### src/core/grs_consts.svh
// constants for the remote/local and service request block
`ifndef GRS_CONSTS_SVH
`define GRS_CONSTS_SVH
// register byte offsets
`define GRS_CTRL_OFS 8'h00
`define GRS_STAT_OFS 8'h04
`define GRS_ERR_OFS 8'h08
`define GRS_OFS_W 8
// control register fields
`define GRS_CTRL_EN_DRDY 0
`define GRS_CTRL_EN_IERR 1
`define GRS_CTRL_TRIG_LO 2
`define GRS_CTRL_TRIG_HI 3
`define GRS_CTRL_RD_RIGHT 4
`define GRS_CTRL_RST 32'h0000_0010
// status register fields
`define GRS_STAT_REMOTE 0
`define GRS_STAT_LOCKOUT 1
`define GRS_STAT_LISTEN 2
`define GRS_STAT_TALK 3
`define GRS_STAT_SPOLL 4
`define GRS_STAT_SRQ 5
`define GRS_STAT_SB_LO 8
// status byte bit positions (weights 1, 2, 4, 64)
`define GRS_SB_DRDY 0
`define GRS_SB_CODE 1
`define GRS_SB_IERR 2
`define GRS_SB_RQS 6
// error display codes and retry limit
`define GRS_ERR_PROG_CODE 8'h18
`define GRS_ERR_RETRY 8'h1f
`define GRS_RETRY_LIMIT 8'h80
`define GRS_SYNC_N 5
`endif

### src/core/grs_pkg.sv
// types shared by the remote/local and service request block
package grs_pkg;
  typedef enum logic [1:0] {
    GRS_TRIG_FREE = 2'h0,
    GRS_TRIG_HOLD = 2'h1,
    GRS_TRIG_IMM = 2'h2,
    GRS_TRIG_SETTLE = 2'h3
  } grs_trig_t;
  typedef enum logic {
    GRS_LOCAL = 1'b0,
    GRS_REMOTE = 1'b1
  } grs_rl_t;
endpackage : grs_pkg

### src/core/grs_sb_if.sv
// carrier between the control core and the status byte unit
`timescale 1ns/1ps
interface grs_sb_if;
  logic data_ready;
  logic instr_err;
  logic code_err;
  logic en_drdy;
  logic en_ierr;
  logic spoll;
  logic sb_sent;
  logic sb_release;
  logic clear_msg;
  logic [7:0] sbyte;
  logic srq;
  modport core (output data_ready, instr_err, code_err, en_drdy, en_ierr, spoll, sb_sent,
    sb_release, clear_msg, input sbyte, srq);
  modport unit (input data_ready, instr_err, code_err, en_drdy, en_ierr, spoll, sb_sent,
    sb_release, clear_msg, output sbyte, srq);
endinterface : grs_sb_if

### src/core/grs_remote_ctrl.sv
// remote/local, lockout, addressing and service request control with ahb-lite registers
//
// Local design decisions: the address map and the AHB-Lite slave port.
`timescale 1ns/1ps
`include "grs_consts.svh"
// What this block does
// - remote only on listen address with ren
// - entering remote forces free-run trigger only
// - remote and addressed indicators driven separately
// - gtl while listening leaves remote, keeps lockout
// - local keeps settings, measures in free run
// - lockout in remote disables local, clear keys
// - clear key in remote triggers settled cycle
// - llo while local arms lockout for remote
// - lockout leaves on clear, ren, power, cable
// - ren false gives local, clears lockout
// - take-control messages are ignored
// - srq may assert in local or remote
// - serial poll or clear withdraws srq
// - program code errors raise srq without enable, except during a serial poll
// - data ready means result waiting to send
// - invalid program string flags code error
// - repeated failed attempts become retry error
// - any displayed error is instrument error
// - condition setting picks srq sources, panel or bus
// - clear leaves only code errors raising srq
// - clear resets byte, lockout, trigger, display
// - status byte bit layout fixed
// - sent status byte cleared on release events
// - ifc unaddresses and stops talk and listen
module grs_remote_ctrl (
  input wire logic hclk, // bus and core clock
  input wire logic hresetn, // async reset, active low
  input wire logic hsel, // slave select
  input wire logic [31:0] haddr, // byte address
  input wire logic [1:0] htrans, // transfer type
  input wire logic hwrite, // write when high
  input wire logic [2:0] hsize, // transfer size
  input wire logic [31:0] hwdata, // write data
  input wire logic hready, // bus ready
  output logic hreadyout, // slave ready
  output logic hresp, // response, always okay
  output logic [31:0] hrdata, // read data
  input wire logic ren_pin, // remote enable line, high = true
  input wire logic ifc_pin, // interface clear line, high = true
  input wire logic cable_pin, // bus cable present
  input wire logic key_local_pin, // front-panel local key
  input wire logic key_clear_pin, // front-panel clear key
  input wire logic msg_mla, // my listen address pulse
  input wire logic msg_mta, // my talk address pulse
  input wire logic msg_ota, // other talk address pulse
  input wire logic msg_unl, // unlisten pulse
  input wire logic msg_unt, // untalk pulse
  input wire logic msg_gtl, // go to local pulse
  input wire logic msg_llo, // local lockout pulse
  input wire logic msg_sdc, // selected device clear pulse
  input wire logic msg_dcl, // device clear pulse
  input wire logic msg_spe, // serial poll enable pulse
  input wire logic msg_spd, // serial poll disable pulse
  input wire logic msg_tct, // take control pulse
  input wire logic sbyte_sent, // status byte handed over pulse
  input wire logic data_avail, // result waiting to be read
  input wire logic prog_bad, // invalid program string pulse
  input wire logic meas_fail, // failed attempt pulse
  input wire logic meas_done, // good measurement pulse
  input wire logic panel_srq_we, // panel writes srq condition
  input wire logic [1:0] panel_srq_val, // panel srq condition bits
  output logic remote_led, // remote indicator
  output logic addressed_led, // addressed indicator
  output logic srq_o, // srq line drive level
  output logic srq_oe, // srq line drive enable
  output logic [7:0] status_byte, // byte for serial poll
  output logic [1:0] trig_mode, // effective trigger mode
  output logic trig_settle, // start settled cycle pulse
  output logic read_right // right display selected
);
  grs_sb_if sb ();
  logic [`GRS_SYNC_N-1:0] pin_raw;
  logic [`GRS_SYNC_N-1:0] sync1_reg;
  logic [`GRS_SYNC_N-1:0] sync2_reg;
  logic key_local_d_reg;
  logic key_clear_d_reg;
  logic ren_s;
  logic ifc_s;
  logic cable_s;
  logic key_local_hit;
  logic key_clear_hit;
  grs_pkg::grs_rl_t rl_reg;
  logic lockout_reg;
  logic listen_reg;
  logic talk_reg;
  logic spoll_reg;
  logic clear_msg;
  logic go_remote;
  logic go_local;
  logic drop_link;
  logic panel_enabled;
  logic en_drdy_reg;
  logic en_ierr_reg;
  logic [1:0] trig_reg;
  logic rd_right_reg;
  logic [7:0] err_code_reg;
  logic [7:0] fail_cnt_reg;
  logic trig_settle_reg;
  logic wr_pend_reg;
  logic [`GRS_OFS_W-1:0] wr_addr_reg;
  logic [31:0] rdata_reg;
  logic addr_ok;
  logic [31:0] stat_word;
  logic [31:0] ctrl_word;

  // every pin passes two flops before any logic reads it
  assign pin_raw = {key_clear_pin, key_local_pin, cable_pin, ifc_pin, ren_pin};
  genvar gi;
  generate
    for (gi = 0; gi < `GRS_SYNC_N; gi = gi + 1) begin : g_sync
      always_ff @(posedge hclk or negedge hresetn) begin
        if (!hresetn) begin
          sync1_reg[gi] <= 1'b0;
          sync2_reg[gi] <= 1'b0;
        end else begin
          sync1_reg[gi] <= pin_raw[gi];
          sync2_reg[gi] <= sync1_reg[gi];
        end
      end
    end
  endgenerate
  assign ren_s = sync2_reg[0];
  assign ifc_s = sync2_reg[1];
  assign cable_s = sync2_reg[2];

  // key edges taken from the second stage only
  always_ff @(posedge hclk or negedge hresetn) begin
    if (!hresetn) begin
      key_local_d_reg <= 1'b0;
      key_clear_d_reg <= 1'b0;
    end else begin
      key_local_d_reg <= sync2_reg[3];
      key_clear_d_reg <= sync2_reg[4];
    end
  end
  assign key_local_hit = sync2_reg[3] && !key_local_d_reg;
  assign key_clear_hit = sync2_reg[4] && !key_clear_d_reg;

  // message decode; msg_tct is left unread since this end never controls
  assign clear_msg = msg_dcl || (msg_sdc && listen_reg);
  assign drop_link = !ren_s || !cable_s;
  assign go_remote = msg_mla && ren_s && (rl_reg == grs_pkg::GRS_LOCAL);
  // keys only count in remote without lockout
  assign panel_enabled = (rl_reg == grs_pkg::GRS_REMOTE) && !lockout_reg;
  assign go_local = (msg_gtl && listen_reg) || (key_local_hit && panel_enabled);

  // remote/local state; ren false and cable loss override everything
  always_ff @(posedge hclk or negedge hresetn) begin
    if (!hresetn) begin
      rl_reg <= grs_pkg::GRS_LOCAL;
    end else if (drop_link) begin
      rl_reg <= grs_pkg::GRS_LOCAL;
    end else if (go_remote) begin
      rl_reg <= grs_pkg::GRS_REMOTE;
    end else if (go_local && rl_reg == grs_pkg::GRS_REMOTE) begin
      rl_reg <= grs_pkg::GRS_LOCAL;
    end
  end

  // lockout flag survives gtl so it re-engages on the next remote entry
  always_ff @(posedge hclk or negedge hresetn) begin
    if (!hresetn) begin
      lockout_reg <= 1'b0;
    end else if (msg_llo && !drop_link) begin
      lockout_reg <= 1'b1;
    end else if (drop_link || clear_msg) begin
      lockout_reg <= 1'b0;
    end
  end

  // listener and talker addressing
  always_ff @(posedge hclk or negedge hresetn) begin
    if (!hresetn) begin
      listen_reg <= 1'b0;
      talk_reg <= 1'b0;
    end else if (ifc_s || !cable_s) begin
      listen_reg <= 1'b0;
      talk_reg <= 1'b0;
    end else begin
      if (msg_mla) begin
        listen_reg <= 1'b1;
      end else if (msg_unl) begin
        listen_reg <= 1'b0;
      end
      if (msg_mta) begin
        talk_reg <= 1'b1;
      end else if (msg_unt || msg_ota) begin
        talk_reg <= 1'b0;
      end
    end
  end

  // serial poll mode, ended by spd or abort
  always_ff @(posedge hclk or negedge hresetn) begin
    if (!hresetn) begin
      spoll_reg <= 1'b0;
    end else if (msg_spd || ifc_s) begin
      spoll_reg <= 1'b0;
    end else if (msg_spe) begin
      spoll_reg <= 1'b1;
    end
  end

  // clear key starts one settled cycle only in unlocked remote
  always_ff @(posedge hclk or negedge hresetn) begin
    if (!hresetn) begin
      trig_settle_reg <= 1'b0;
    end else begin
      trig_settle_reg <= key_clear_hit && panel_enabled;
    end
  end

  // retry counter: at the limit the transient indication becomes an error
  always_ff @(posedge hclk or negedge hresetn) begin
    if (!hresetn) begin
      fail_cnt_reg <= 8'h00;
    end else if (meas_done) begin
      fail_cnt_reg <= 8'h00;
    end else if (meas_fail && fail_cnt_reg != `GRS_RETRY_LIMIT) begin
      fail_cnt_reg <= fail_cnt_reg + 8'h01;
    end
  end

  // bus write decode, data phase follows a one-cycle address phase
  assign addr_ok = (haddr[`GRS_OFS_W-1:0] == `GRS_CTRL_OFS) || (haddr[`GRS_OFS_W-1:0] == `GRS_STAT_OFS) ||
    (haddr[`GRS_OFS_W-1:0] == `GRS_ERR_OFS);
  always_ff @(posedge hclk or negedge hresetn) begin
    if (!hresetn) begin
      wr_pend_reg <= 1'b0;
      wr_addr_reg <= 8'h00;
    end else if (hready) begin
      wr_pend_reg <= hsel && htrans[1] && hwrite;
      wr_addr_reg <= haddr[`GRS_OFS_W-1:0];
    end
  end

  // displayed error code; code error has priority over retry error
  always_ff @(posedge hclk or negedge hresetn) begin
    if (!hresetn) begin
      err_code_reg <= 8'h00;
    end else if (prog_bad) begin
      err_code_reg <= `GRS_ERR_PROG_CODE;
    end else if (meas_fail && fail_cnt_reg == `GRS_RETRY_LIMIT - 8'h01) begin
      err_code_reg <= `GRS_ERR_RETRY;
    end else if (wr_pend_reg && wr_addr_reg == `GRS_ERR_OFS) begin
      err_code_reg <= hwdata[7:0];
    end
  end

  // srq condition enables; clear wins, then panel, then bus
  always_ff @(posedge hclk or negedge hresetn) begin
    if (!hresetn) begin
      en_drdy_reg <= 1'(`GRS_CTRL_RST >> `GRS_CTRL_EN_DRDY);
      en_ierr_reg <= 1'b0;
    end else if (clear_msg) begin
      en_drdy_reg <= 1'b0;
      en_ierr_reg <= 1'b0;
    end else if (panel_srq_we) begin
      en_drdy_reg <= panel_srq_val[0];
      en_ierr_reg <= panel_srq_val[1];
    end else if (wr_pend_reg && wr_addr_reg == `GRS_CTRL_OFS) begin
      en_drdy_reg <= hwdata[`GRS_CTRL_EN_DRDY];
      en_ierr_reg <= hwdata[`GRS_CTRL_EN_IERR];
    end
  end

  // trigger mode: forced to free run on remote entry and clear
  always_ff @(posedge hclk or negedge hresetn) begin
    if (!hresetn) begin
      trig_reg <= grs_pkg::GRS_TRIG_FREE;
    end else if (clear_msg || go_remote) begin
      trig_reg <= grs_pkg::GRS_TRIG_FREE;
    end else if (wr_pend_reg && wr_addr_reg == `GRS_CTRL_OFS) begin
      trig_reg <= hwdata[`GRS_CTRL_TRIG_HI:`GRS_CTRL_TRIG_LO];
    end
  end

  // display selection
  always_ff @(posedge hclk or negedge hresetn) begin
    if (!hresetn) begin
      rd_right_reg <= 1'b1;
    end else if (clear_msg) begin
      rd_right_reg <= 1'b1;
    end else if (wr_pend_reg && wr_addr_reg == `GRS_CTRL_OFS) begin
      rd_right_reg <= hwdata[`GRS_CTRL_RD_RIGHT];
    end
  end

  // conditions toward the status byte unit
  assign sb.data_ready = data_avail;
  assign sb.instr_err = (err_code_reg != 8'h00);
  assign sb.code_err = prog_bad;
  assign sb.en_drdy = en_drdy_reg;
  assign sb.en_ierr = en_ierr_reg;
  assign sb.spoll = msg_spe || spoll_reg;
  assign sb.sb_sent = sbyte_sent;
  assign sb.sb_release = msg_spd || ifc_s || msg_unt || msg_ota;
  assign sb.clear_msg = clear_msg;

  grs_status_unit u_status (
    .hclk(hclk),
    .hresetn(hresetn),
    .sb(sb)
  );

  // read words
  assign ctrl_word = {27'h0, rd_right_reg, trig_reg, en_ierr_reg, en_drdy_reg};
  assign stat_word = {16'h0, sb.sbyte, 2'h0, sb.srq, spoll_reg, talk_reg, listen_reg, lockout_reg, rl_reg};

  // read data registered in the address phase; unmapped reads give zero
  always_ff @(posedge hclk or negedge hresetn) begin
    if (!hresetn) begin
      rdata_reg <= 32'h0000_0000;
    end else if (hready && hsel && htrans[1] && !hwrite && addr_ok) begin
      unique case (haddr[`GRS_OFS_W-1:0])
        `GRS_CTRL_OFS: rdata_reg <= ctrl_word;
        `GRS_STAT_OFS: rdata_reg <= stat_word;
        default: rdata_reg <= {24'h0, err_code_reg};
      endcase
    end else if (hready) begin
      rdata_reg <= 32'h0000_0000;
    end
  end

  // zero wait state slave, always okay
  assign hreadyout = 1'b1;
  assign hresp = 1'b0;
  assign hrdata = rdata_reg;

  // outputs; local always measures in free run whatever was programmed
  assign remote_led = (rl_reg == grs_pkg::GRS_REMOTE);
  assign addressed_led = listen_reg || talk_reg;
  assign trig_mode = remote_led ? trig_reg : grs_pkg::GRS_TRIG_FREE;
  assign trig_settle = trig_settle_reg;
  assign read_right = rd_right_reg;
  assign status_byte = sb.sbyte;
  assign srq_o = 1'b0; // line is pulled low when driven
  assign srq_oe = sb.srq;
endmodule : grs_remote_ctrl

### src/core/grs_status_unit.sv
// status byte and service request line state
`timescale 1ns/1ps
`include "grs_consts.svh"
module grs_status_unit (
  input wire logic hclk, // system clock
  input wire logic hresetn, // async reset, active low
  grs_sb_if.unit sb // conditions in, status byte out
);
  logic [7:0] sbyte_reg;
  logic srq_reg;
  logic sent_reg;
  logic drdy_hit;
  logic ierr_hit;
  logic any_hit;

  // only enabled conditions touch the byte; code errors always do
  assign drdy_hit = sb.data_ready && sb.en_drdy;
  assign ierr_hit = sb.instr_err && sb.en_ierr;
  assign any_hit = drdy_hit || ierr_hit || sb.code_err;

  // status byte: frozen during serial poll, cleared on clear or release after send
  always_ff @(posedge hclk or negedge hresetn) begin
    if (!hresetn) begin
      sbyte_reg <= 8'h00;
    end else if (sb.clear_msg) begin
      sbyte_reg <= 8'h00;
    end else if (sent_reg && sb.sb_release) begin
      sbyte_reg <= 8'h00;
    end else if (!sb.spoll && any_hit) begin
      sbyte_reg[`GRS_SB_DRDY] <= sbyte_reg[`GRS_SB_DRDY] | drdy_hit;
      sbyte_reg[`GRS_SB_CODE] <= sbyte_reg[`GRS_SB_CODE] | sb.code_err;
      sbyte_reg[`GRS_SB_IERR] <= sbyte_reg[`GRS_SB_IERR] | ierr_hit;
      sbyte_reg[`GRS_SB_RQS] <= 1'b1;
    end
  end

  // remembers that the byte went out so a later release clears it
  always_ff @(posedge hclk or negedge hresetn) begin
    if (!hresetn) begin
      sent_reg <= 1'b0;
    end else if (sb.sb_sent) begin
      sent_reg <= 1'b1;
    end else if (sb.clear_msg || sb.sb_release) begin
      sent_reg <= 1'b0;
    end
  end

  // srq withdrawn on poll start, before the byte can be driven; clear wins too
  always_ff @(posedge hclk or negedge hresetn) begin
    if (!hresetn) begin
      srq_reg <= 1'b0;
    end else if (sb.clear_msg || sb.spoll) begin
      srq_reg <= 1'b0;
    end else if (any_hit) begin
      srq_reg <= 1'b1;
    end
  end

  assign sb.sbyte = sbyte_reg;
  assign sb.srq = srq_reg;
endmodule : grs_status_unit

### config.mk
export PLATFORM = sky130hd
export DESIGN_NAME = grs_remote_ctrl
export DESIGN_NICKNAME = d
export VERILOG_FILES = /design/src/core/grs_pkg.sv /design/src/core/grs_sb_if.sv /design/src/core/grs_remote_ctrl.sv /design/src/core/grs_status_unit.sv
export VERILOG_INCLUDE_DIRS = /design/src /design/src/core
export SDC_FILE = /design/constraint.sdc
export NUM_CORES = 1
export LEC_CHECK = 0
export ABC_CLOCK_PERIOD_IN_PS = 2500
export BUFFER_PORTS_ARGS = -buffer_cell sky130_fd_sc_hd__buf_4
export CORE_AREA = 10 10 90 92
export DETAILED_ROUTE_END_ITERATION = 12
export DIE_AREA = 0 0 100 102
export GPL_TIMING_DRIVEN = 0
export PLACE_DENSITY_LB_ADDON = 0.08
export SLEW_MARGIN = 20
export SYNTH_ARGS = -nofsm -noshare
export SYNTH_HDL_FRONTEND = slang
export SYNTH_SLANG_ARGS = --single-unit
### constraint.sdc
create_clock -name hclk -period 2.5 [get_ports hclk]
set_clock_uncertainty 0.05 [all_clocks]
set_input_delay 0 -clock hclk [delete_from_list [all_inputs] [get_ports hclk]]
set_output_delay 0 -clock hclk [all_outputs]
set_load 0.03 [all_outputs]
Word level (Yosys, flattened, before mapping)
Index checks and enable logic that the tools add are counted.
- register bits: 90
- output and inout port bits: 50
- logic and storage cells: 153
- $add $sub $neg: 1
- eq/ne operators: 5
- mux-type cells: 43
- bitwise operators: 4
- reductions and logical operators: 69
- operator list (operator ; count):
    32-bit two-way mux ; 2
    8-bit two-way mux ; 6
    16-bit one-hot mux with 2 select lines ; 1
    1-bit two-way mux ; 28
    1-bit logical AND ; 25
    1-bit logical OR ; 18
    2-bit nonzero test ; 9
    3-bit nonzero test ; 6
    8-bit by 4-bit equality test with 1-bit output (second input constant) ; 2
    8-bit logical NOT ; 2
    3-bit two-way mux ; 3
    8-bit by 1-bit adder with 8-bit output (second input constant) ; 1
    8-bit by 3-bit equality test with 1-bit output (second input constant) ; 1
    8-bit by 7-bit equality test with 1-bit output (second input constant) ; 1
    1-bit logical NOT ; 8
    8-bit != test (second input constant) ; 1
    8-bit nonzero test ; 1
    2-bit two-way mux ; 3
    1-bit OR ; 3
    1-bit inverter ; 1

Depth between registers and ports, before layout
- depth in word-level cells: 8
- gate-level depth with buffers: 6
- depth with buffers taken out: 6

Hierarchy
A second synthesis with hierarchy kept.
- cell total of the unflattened synthesis: 280
- area total of the unflattened synthesis: 3144.3 um2
- modules (own cells, without submodules) (module ; instances ; cells each ; area each (um2)):
    grs_remote_ctrl ; 1 ; 251 ; 2847.7
    grs_status_unit ; 1 ; 29 ; 296.5

Worst setup path after synthesis
Ideal clock, no wire load.
- path type: register -> register
- start point: register fail_cnt_reg[1]
- end point: register err_code_reg[0]
- library setup time: 0.078 ns
- arrival: 1.315 ns
- data required time: 2.372 ns
- slack: 1.058 ns
- cell stages (with the launch flop): 5
- path buffers: 0
- clock period less this slack: 1.442 ns
- path through: dfrtp_1 -> ha_1 -> nand4_2 -> or4_4 -> a21oi_1
- word-level cells in the longest chain between the ends: 4
- ends and longest elaborated chain (element ; line ; RTL):
    start: declaration ; grs_remote_ctrl.sv:103 ; logic [7:0] fail_cnt_reg;
    start signal: assignment ; grs_remote_ctrl.sv:226 ; fail_cnt_reg <= fail_cnt_reg + 8'h01;
    8-bit by 7-bit equality test with 1-bit output * ; grs_remote_ctrl.sv:249 ; end else if (meas_fail && fail_cnt_reg == `GRS_RETRY_LIMIT - 8'h01) begin
    1-bit logical AND * ; grs_remote_ctrl.sv:249 ;
    8-bit two-way mux ; grs_remote_ctrl.sv:249 ;
    8-bit two-way mux ; grs_remote_ctrl.sv:247 ; end else if (prog_bad) begin
    end signal: assignment ; grs_remote_ctrl.sv:248 ; err_code_reg <= `GRS_ERR_PROG_CODE;
    end signal: assignment ; grs_remote_ctrl.sv:250 ; err_code_reg <= `GRS_ERR_RETRY;
    end signal: assignment ; grs_remote_ctrl.sv:252 ; err_code_reg <= hwdata[7:0];
    end: declaration ; grs_remote_ctrl.sv:102 ; logic [7:0] err_code_reg;
Every way passes the cells marked *; elsewhere a longest branch is shown, timed or not.
A chain may end at the register's enable or synchronous reset.

Final worst setup path
- start point: register wr_addr_reg[4]
- end point: register rd_right_reg (netlist: read_right)
- word-level cells in the longest chain between the ends: 3
- ends and longest elaborated chain (element ; line ; RTL):
    start: declaration ; grs_remote_ctrl.sv:106 ; logic [`GRS_OFS_W-1:0] wr_addr_reg;
    start signal: assignment ; grs_remote_ctrl.sv:239 ; wr_addr_reg <= haddr[`GRS_OFS_W-1:0];
    8-bit logical NOT (no source line) ; -- ;
    1-bit logical AND (no source line) ; -- ;
    2-bit nonzero test (no source line) ; -- ;
    end signal: assignment ; grs_remote_ctrl.sv:291 ; rd_right_reg <= hwdata[`GRS_CTRL_RD_RIGHT];
    end: declaration ; grs_remote_ctrl.sv:101 ; logic rd_right_reg;
Every way passes these cells.

==> flow_summary_export.csv <==
group,metric,value,unit
finish,area_growth,42.6,%
synth,post-synth-top-area-cell,"sky130_fd_sc_hd__dfrtp_1",
sta,postLayoutSetupSlackWorst,394,ps
detailed_routing,wl_per_cell,15.5,um
floorplan,start_util,47.8,%
detailed_routing,detailed_route_wirelength_on_metal2,3.68,mm
detailed_routing,top_signal_layer_used,"met4",
power_and_ir_drop,powerDensity,553,nW/um^2
cts,clock_tree.root_cell,"sky130_fd_sc_hd__clkbuf_8",
detailed_routing,via_count,2319,
cts,cts_resized,0,
detailed_routing,vias_per_cell,4.81,
cts,clock_latency,340,ps
place,detailedPlacementHpwl,5.44,mm
worst_hold_path,worst_hold_path_type,"in2reg",
detailed_routing,route.met3.wl,632,um
finish,antenna_cells_inserted,0,
worst_hold_path,min_to,"u_status.sb.srq$_DFFE_PN0P_",
worst_setup_path,startpoint,"wr_addr_reg[4]$_DFFE_PN0P_",
detailed_routing,drt_wl_total,7.46,mm
sta,worst-slew-pin-transition,822,ps
floorplan,die_width,100,um
sta,final-max-slew-violation-count,0,
detailed_routing,drt_iter0_drc,56,
cts,cts_tree,"yes",
synth,synth_commonest_cells,"65 x sky130_fd_sc_hd__dfrtp_1, 28 x sky130_fd_sc_hd__buf_4, 22 x sky130_fd_sc_hd__nor2_1, 19 x sky130_fd_sc_hd__mux2i_1, 15 x sky130_fd_sc_hd__nand2_1",
sta,report.final.hold_viol_count,1,
worst_hold_path,min_from,"msg_dcl",
worst_setup_path,reg2regPathDepth,6,
synth,synth_enable_flop_cells,0,
worst_setup_path,critical_path.startpoint_type,"flop",
worst_setup_path,critical_path.endpoint_type,"flop",
floorplan,height_of_the_chip,102,um
place,detailedPlace.worstSlack,759,ps
floorplan,floorplan.core_area,6280,sq um
global_routing,first_pass_grt_wire_length,12.3,mm
synth,async_flop_share,100,%
cts,cts.htree.levels,3,
floorplan,std_cell_rows,29,
global_routing,first_global_vias,2504,
sta,setup_viol_count_final,0,
synth,postSynthAreaPerCell,11.6,sq um
power_and_ir_drop,reported_leakage_power,2.15,nW
outcome,violations,"negative hold slack",
finish,drive_above_1_share,32.1,%
floorplan,num_io_pins,149,
flow_run,max-cap-violations,0,
worst_setup_path,critical-path-slowest-cell,"sky130_fd_sc_hd__dlygate4sd3_1",
floorplan,die_area,10200,sq um
sta,setup_total_negative_slack,0,ps
global_routing,grt_antenna_before_repair,0,
outcome,outcome,"finished with violations",
worst_setup_path,path_max_fanout,5,
synth,post_synth_design_cell_area,3000,sq um
finish,stdcell_count,482,
worst_setup_path,worst_r2r_startpoint,"wr_addr_reg[4]$_DFFE_PN0P_",
place,placed_area,3670,sq um
worst_hold_path,timing.hold.worst_path_depth,3,
power_and_ir_drop,power.ir.vdd_worst,0.447,mV
worst_setup_path,worstReg2RegEnd,"read_right$_DFFE_PN1P_",
worst_setup_path,ff2ff_setup_slack,390,ps
sta,clock.fmax,475,MHz
sta,min_period,2110,ps
finish,fin_nets,501,
cts,numCtsBuffers,9,
detailed_routing,postRouteAntennaNets,0,
synth,synth.area.top_cells,"sky130_fd_sc_hd__dfrtp_1 54%, sky130_fd_sc_hd__buf_4 7.0%, sky130_fd_sc_hd__mux2i_1 6.3%",
worst_setup_path,timing.critical_path.cells,"nor4b_2, and3b_1, buf_4, mux2i_1, nand2_1, dlygate4sd3_1",
worst_setup_path,worst_path_largest_cell_delay,580,ps
place,globalplace.congestion,0.798,
global_routing,global_route.usage.total,15.1,%
synth,share_of_synthesized_area_occupied_by_flip_flops_and_latches,55.1,%
synth,postSynthRegisterBits,66,
sta,fin_worst_hold_slack,-4.20,ps
synth,cell_with_the_most_instances_after_synthesis,"sky130_fd_sc_hd__dfrtp_1",
worst_setup_path,worst-endpoint-arrival,2330,ps
place,place.detailed.instances,425,
sta,min_period_over_period,84.2,%
synth,postSynthCellCount,259,
detailed_routing,dr_drc_count,0,
detailed_routing,drt_pass1_iterations,4,
place,port_buffers,64,
cts,clkSlewWorstSetupHoldPaths,70,ps
synth,synth_top_area_share,54.2,%
synth,ys.flop_type,"sky130_fd_sc_hd__dfrtp_1",
synth,ys_warn_count,0,
finish,postLayoutCellArea,4280,sq um
detailed_routing,wl_met1,3.04,mm
cts,clock-sinks,66,
cts,ctsLongestPathBuffers,2,
sta,grt_setup_unrepaired,"false",
sta,max_slew_margin,45.2,%
worst_setup_path,critPathRequiredTime,2720,ps
global_routing,grt_max_degree,67,
finish,num-fill-cells,496,
worst_setup_path,crit_type,"reg2reg",
global_routing,grt_remaining_overflow,0,
finish,largest_register_ffs,12,
synth,yosys.cell_types.count,48,
kinds of logic after synthesis:
logic type	after synthesis	synth area share, %
and+or+nand+nor	71	13.4
xor gates and xnor gates	6	1.75
other	2	0.250
adders and majority gates	2	0.834
DFF	66	55.1
buffers and inverters	40	8.59
AOI/OAI and AO/OA	42	9.59
muxes	30	10.5
how the worst max path moves through the flow:
stage | endpoint | slack (ps) | cells after the start
after detailed placement | err_code_reg[4]$_DFFE_PN0P_ | 760 | 5
final | read_right$_DFFE_PN1P_ | 390 | 6
after global routing | en_drdy_reg$_DFFE_PN0P_ | 250 | 4
after global placement | err_code_reg[4]$_DFFE_PN0P_ | 770 | 5
after CTS | read_right$_DFFE_PN1P_ | 400 | 6
after floorplan | err_code_reg[0]$_DFFE_PN0P_ | 1060 | 4
per-layer routing:
metal | global-route usage (%) | up-vias
li1 | - | 1146
met1 | 17.2 | 1095
met2 | 24.4 | 70
met3 | 6.68 | 8
met4 | 5.76 | 0
met5 | 0 | -
worst max-delay path: cells and delay by family (launching register included):
kind / cells / cell delay [ps]
flip-flops: 1 / 400
multiplexers: 1 / 180
buffers and inverters: 2 / 740
AND/OR/NAND/NOR: 3 / 650
cell type report:
cell class	instances	area [sq um]	share of cell area (%)
sequential	66	1650	38.6
multi-input combinational	178	1180	27.7
timing repair buffer	105	891	20.8
buffer	33	231	5.41
clock buffer	14	163	3.80
tap	77	96.3	2.25
clock inverter	2	35.0	0.819
inverter	7	26.3	0.614
layout by cell type, fill, tap and decap left out, drive strengths merged, types with 2 or more instances in the layout:
cell type	count
o2bb2ai	6
buf	96
nand4	4
nand3	2
nor2	22
a31oi	3
nor3	6
and2	2
inv	7
nand2	15
conb	27
a21oi	13
mux2i	19
a22o	7
clkbuf	15
nor2b	2
dfrtp	65
ha	2
dlygate4sd3	41
nor4	5
mux2	11
and3	3
or3	2
xor2	5
o21ai	7
stage by stage:
step	util [%]	total power, mW
CTS	68.2	2.37
finish	68.2	2.36
detailed placement	58.5	1.43
global placement	58.5	1.42
floorplan	-	1.32
global route	68.2	2.46
power breakdown:
group | switching (mW) | leakage (nW) | internal [mW]
sequential | 0.0277 | 0.852 | 1.11
clock | 0.385 | 0.101 | 0.515
combinational | 0.171 | 1.20 | 0.161
repair_timing:
item,4_1_cts,5_1_grt
setup buffers,0,0
hold endpoints to repair,111,0
hold buffers,41,0
Power figures use the tool's default switching activity.
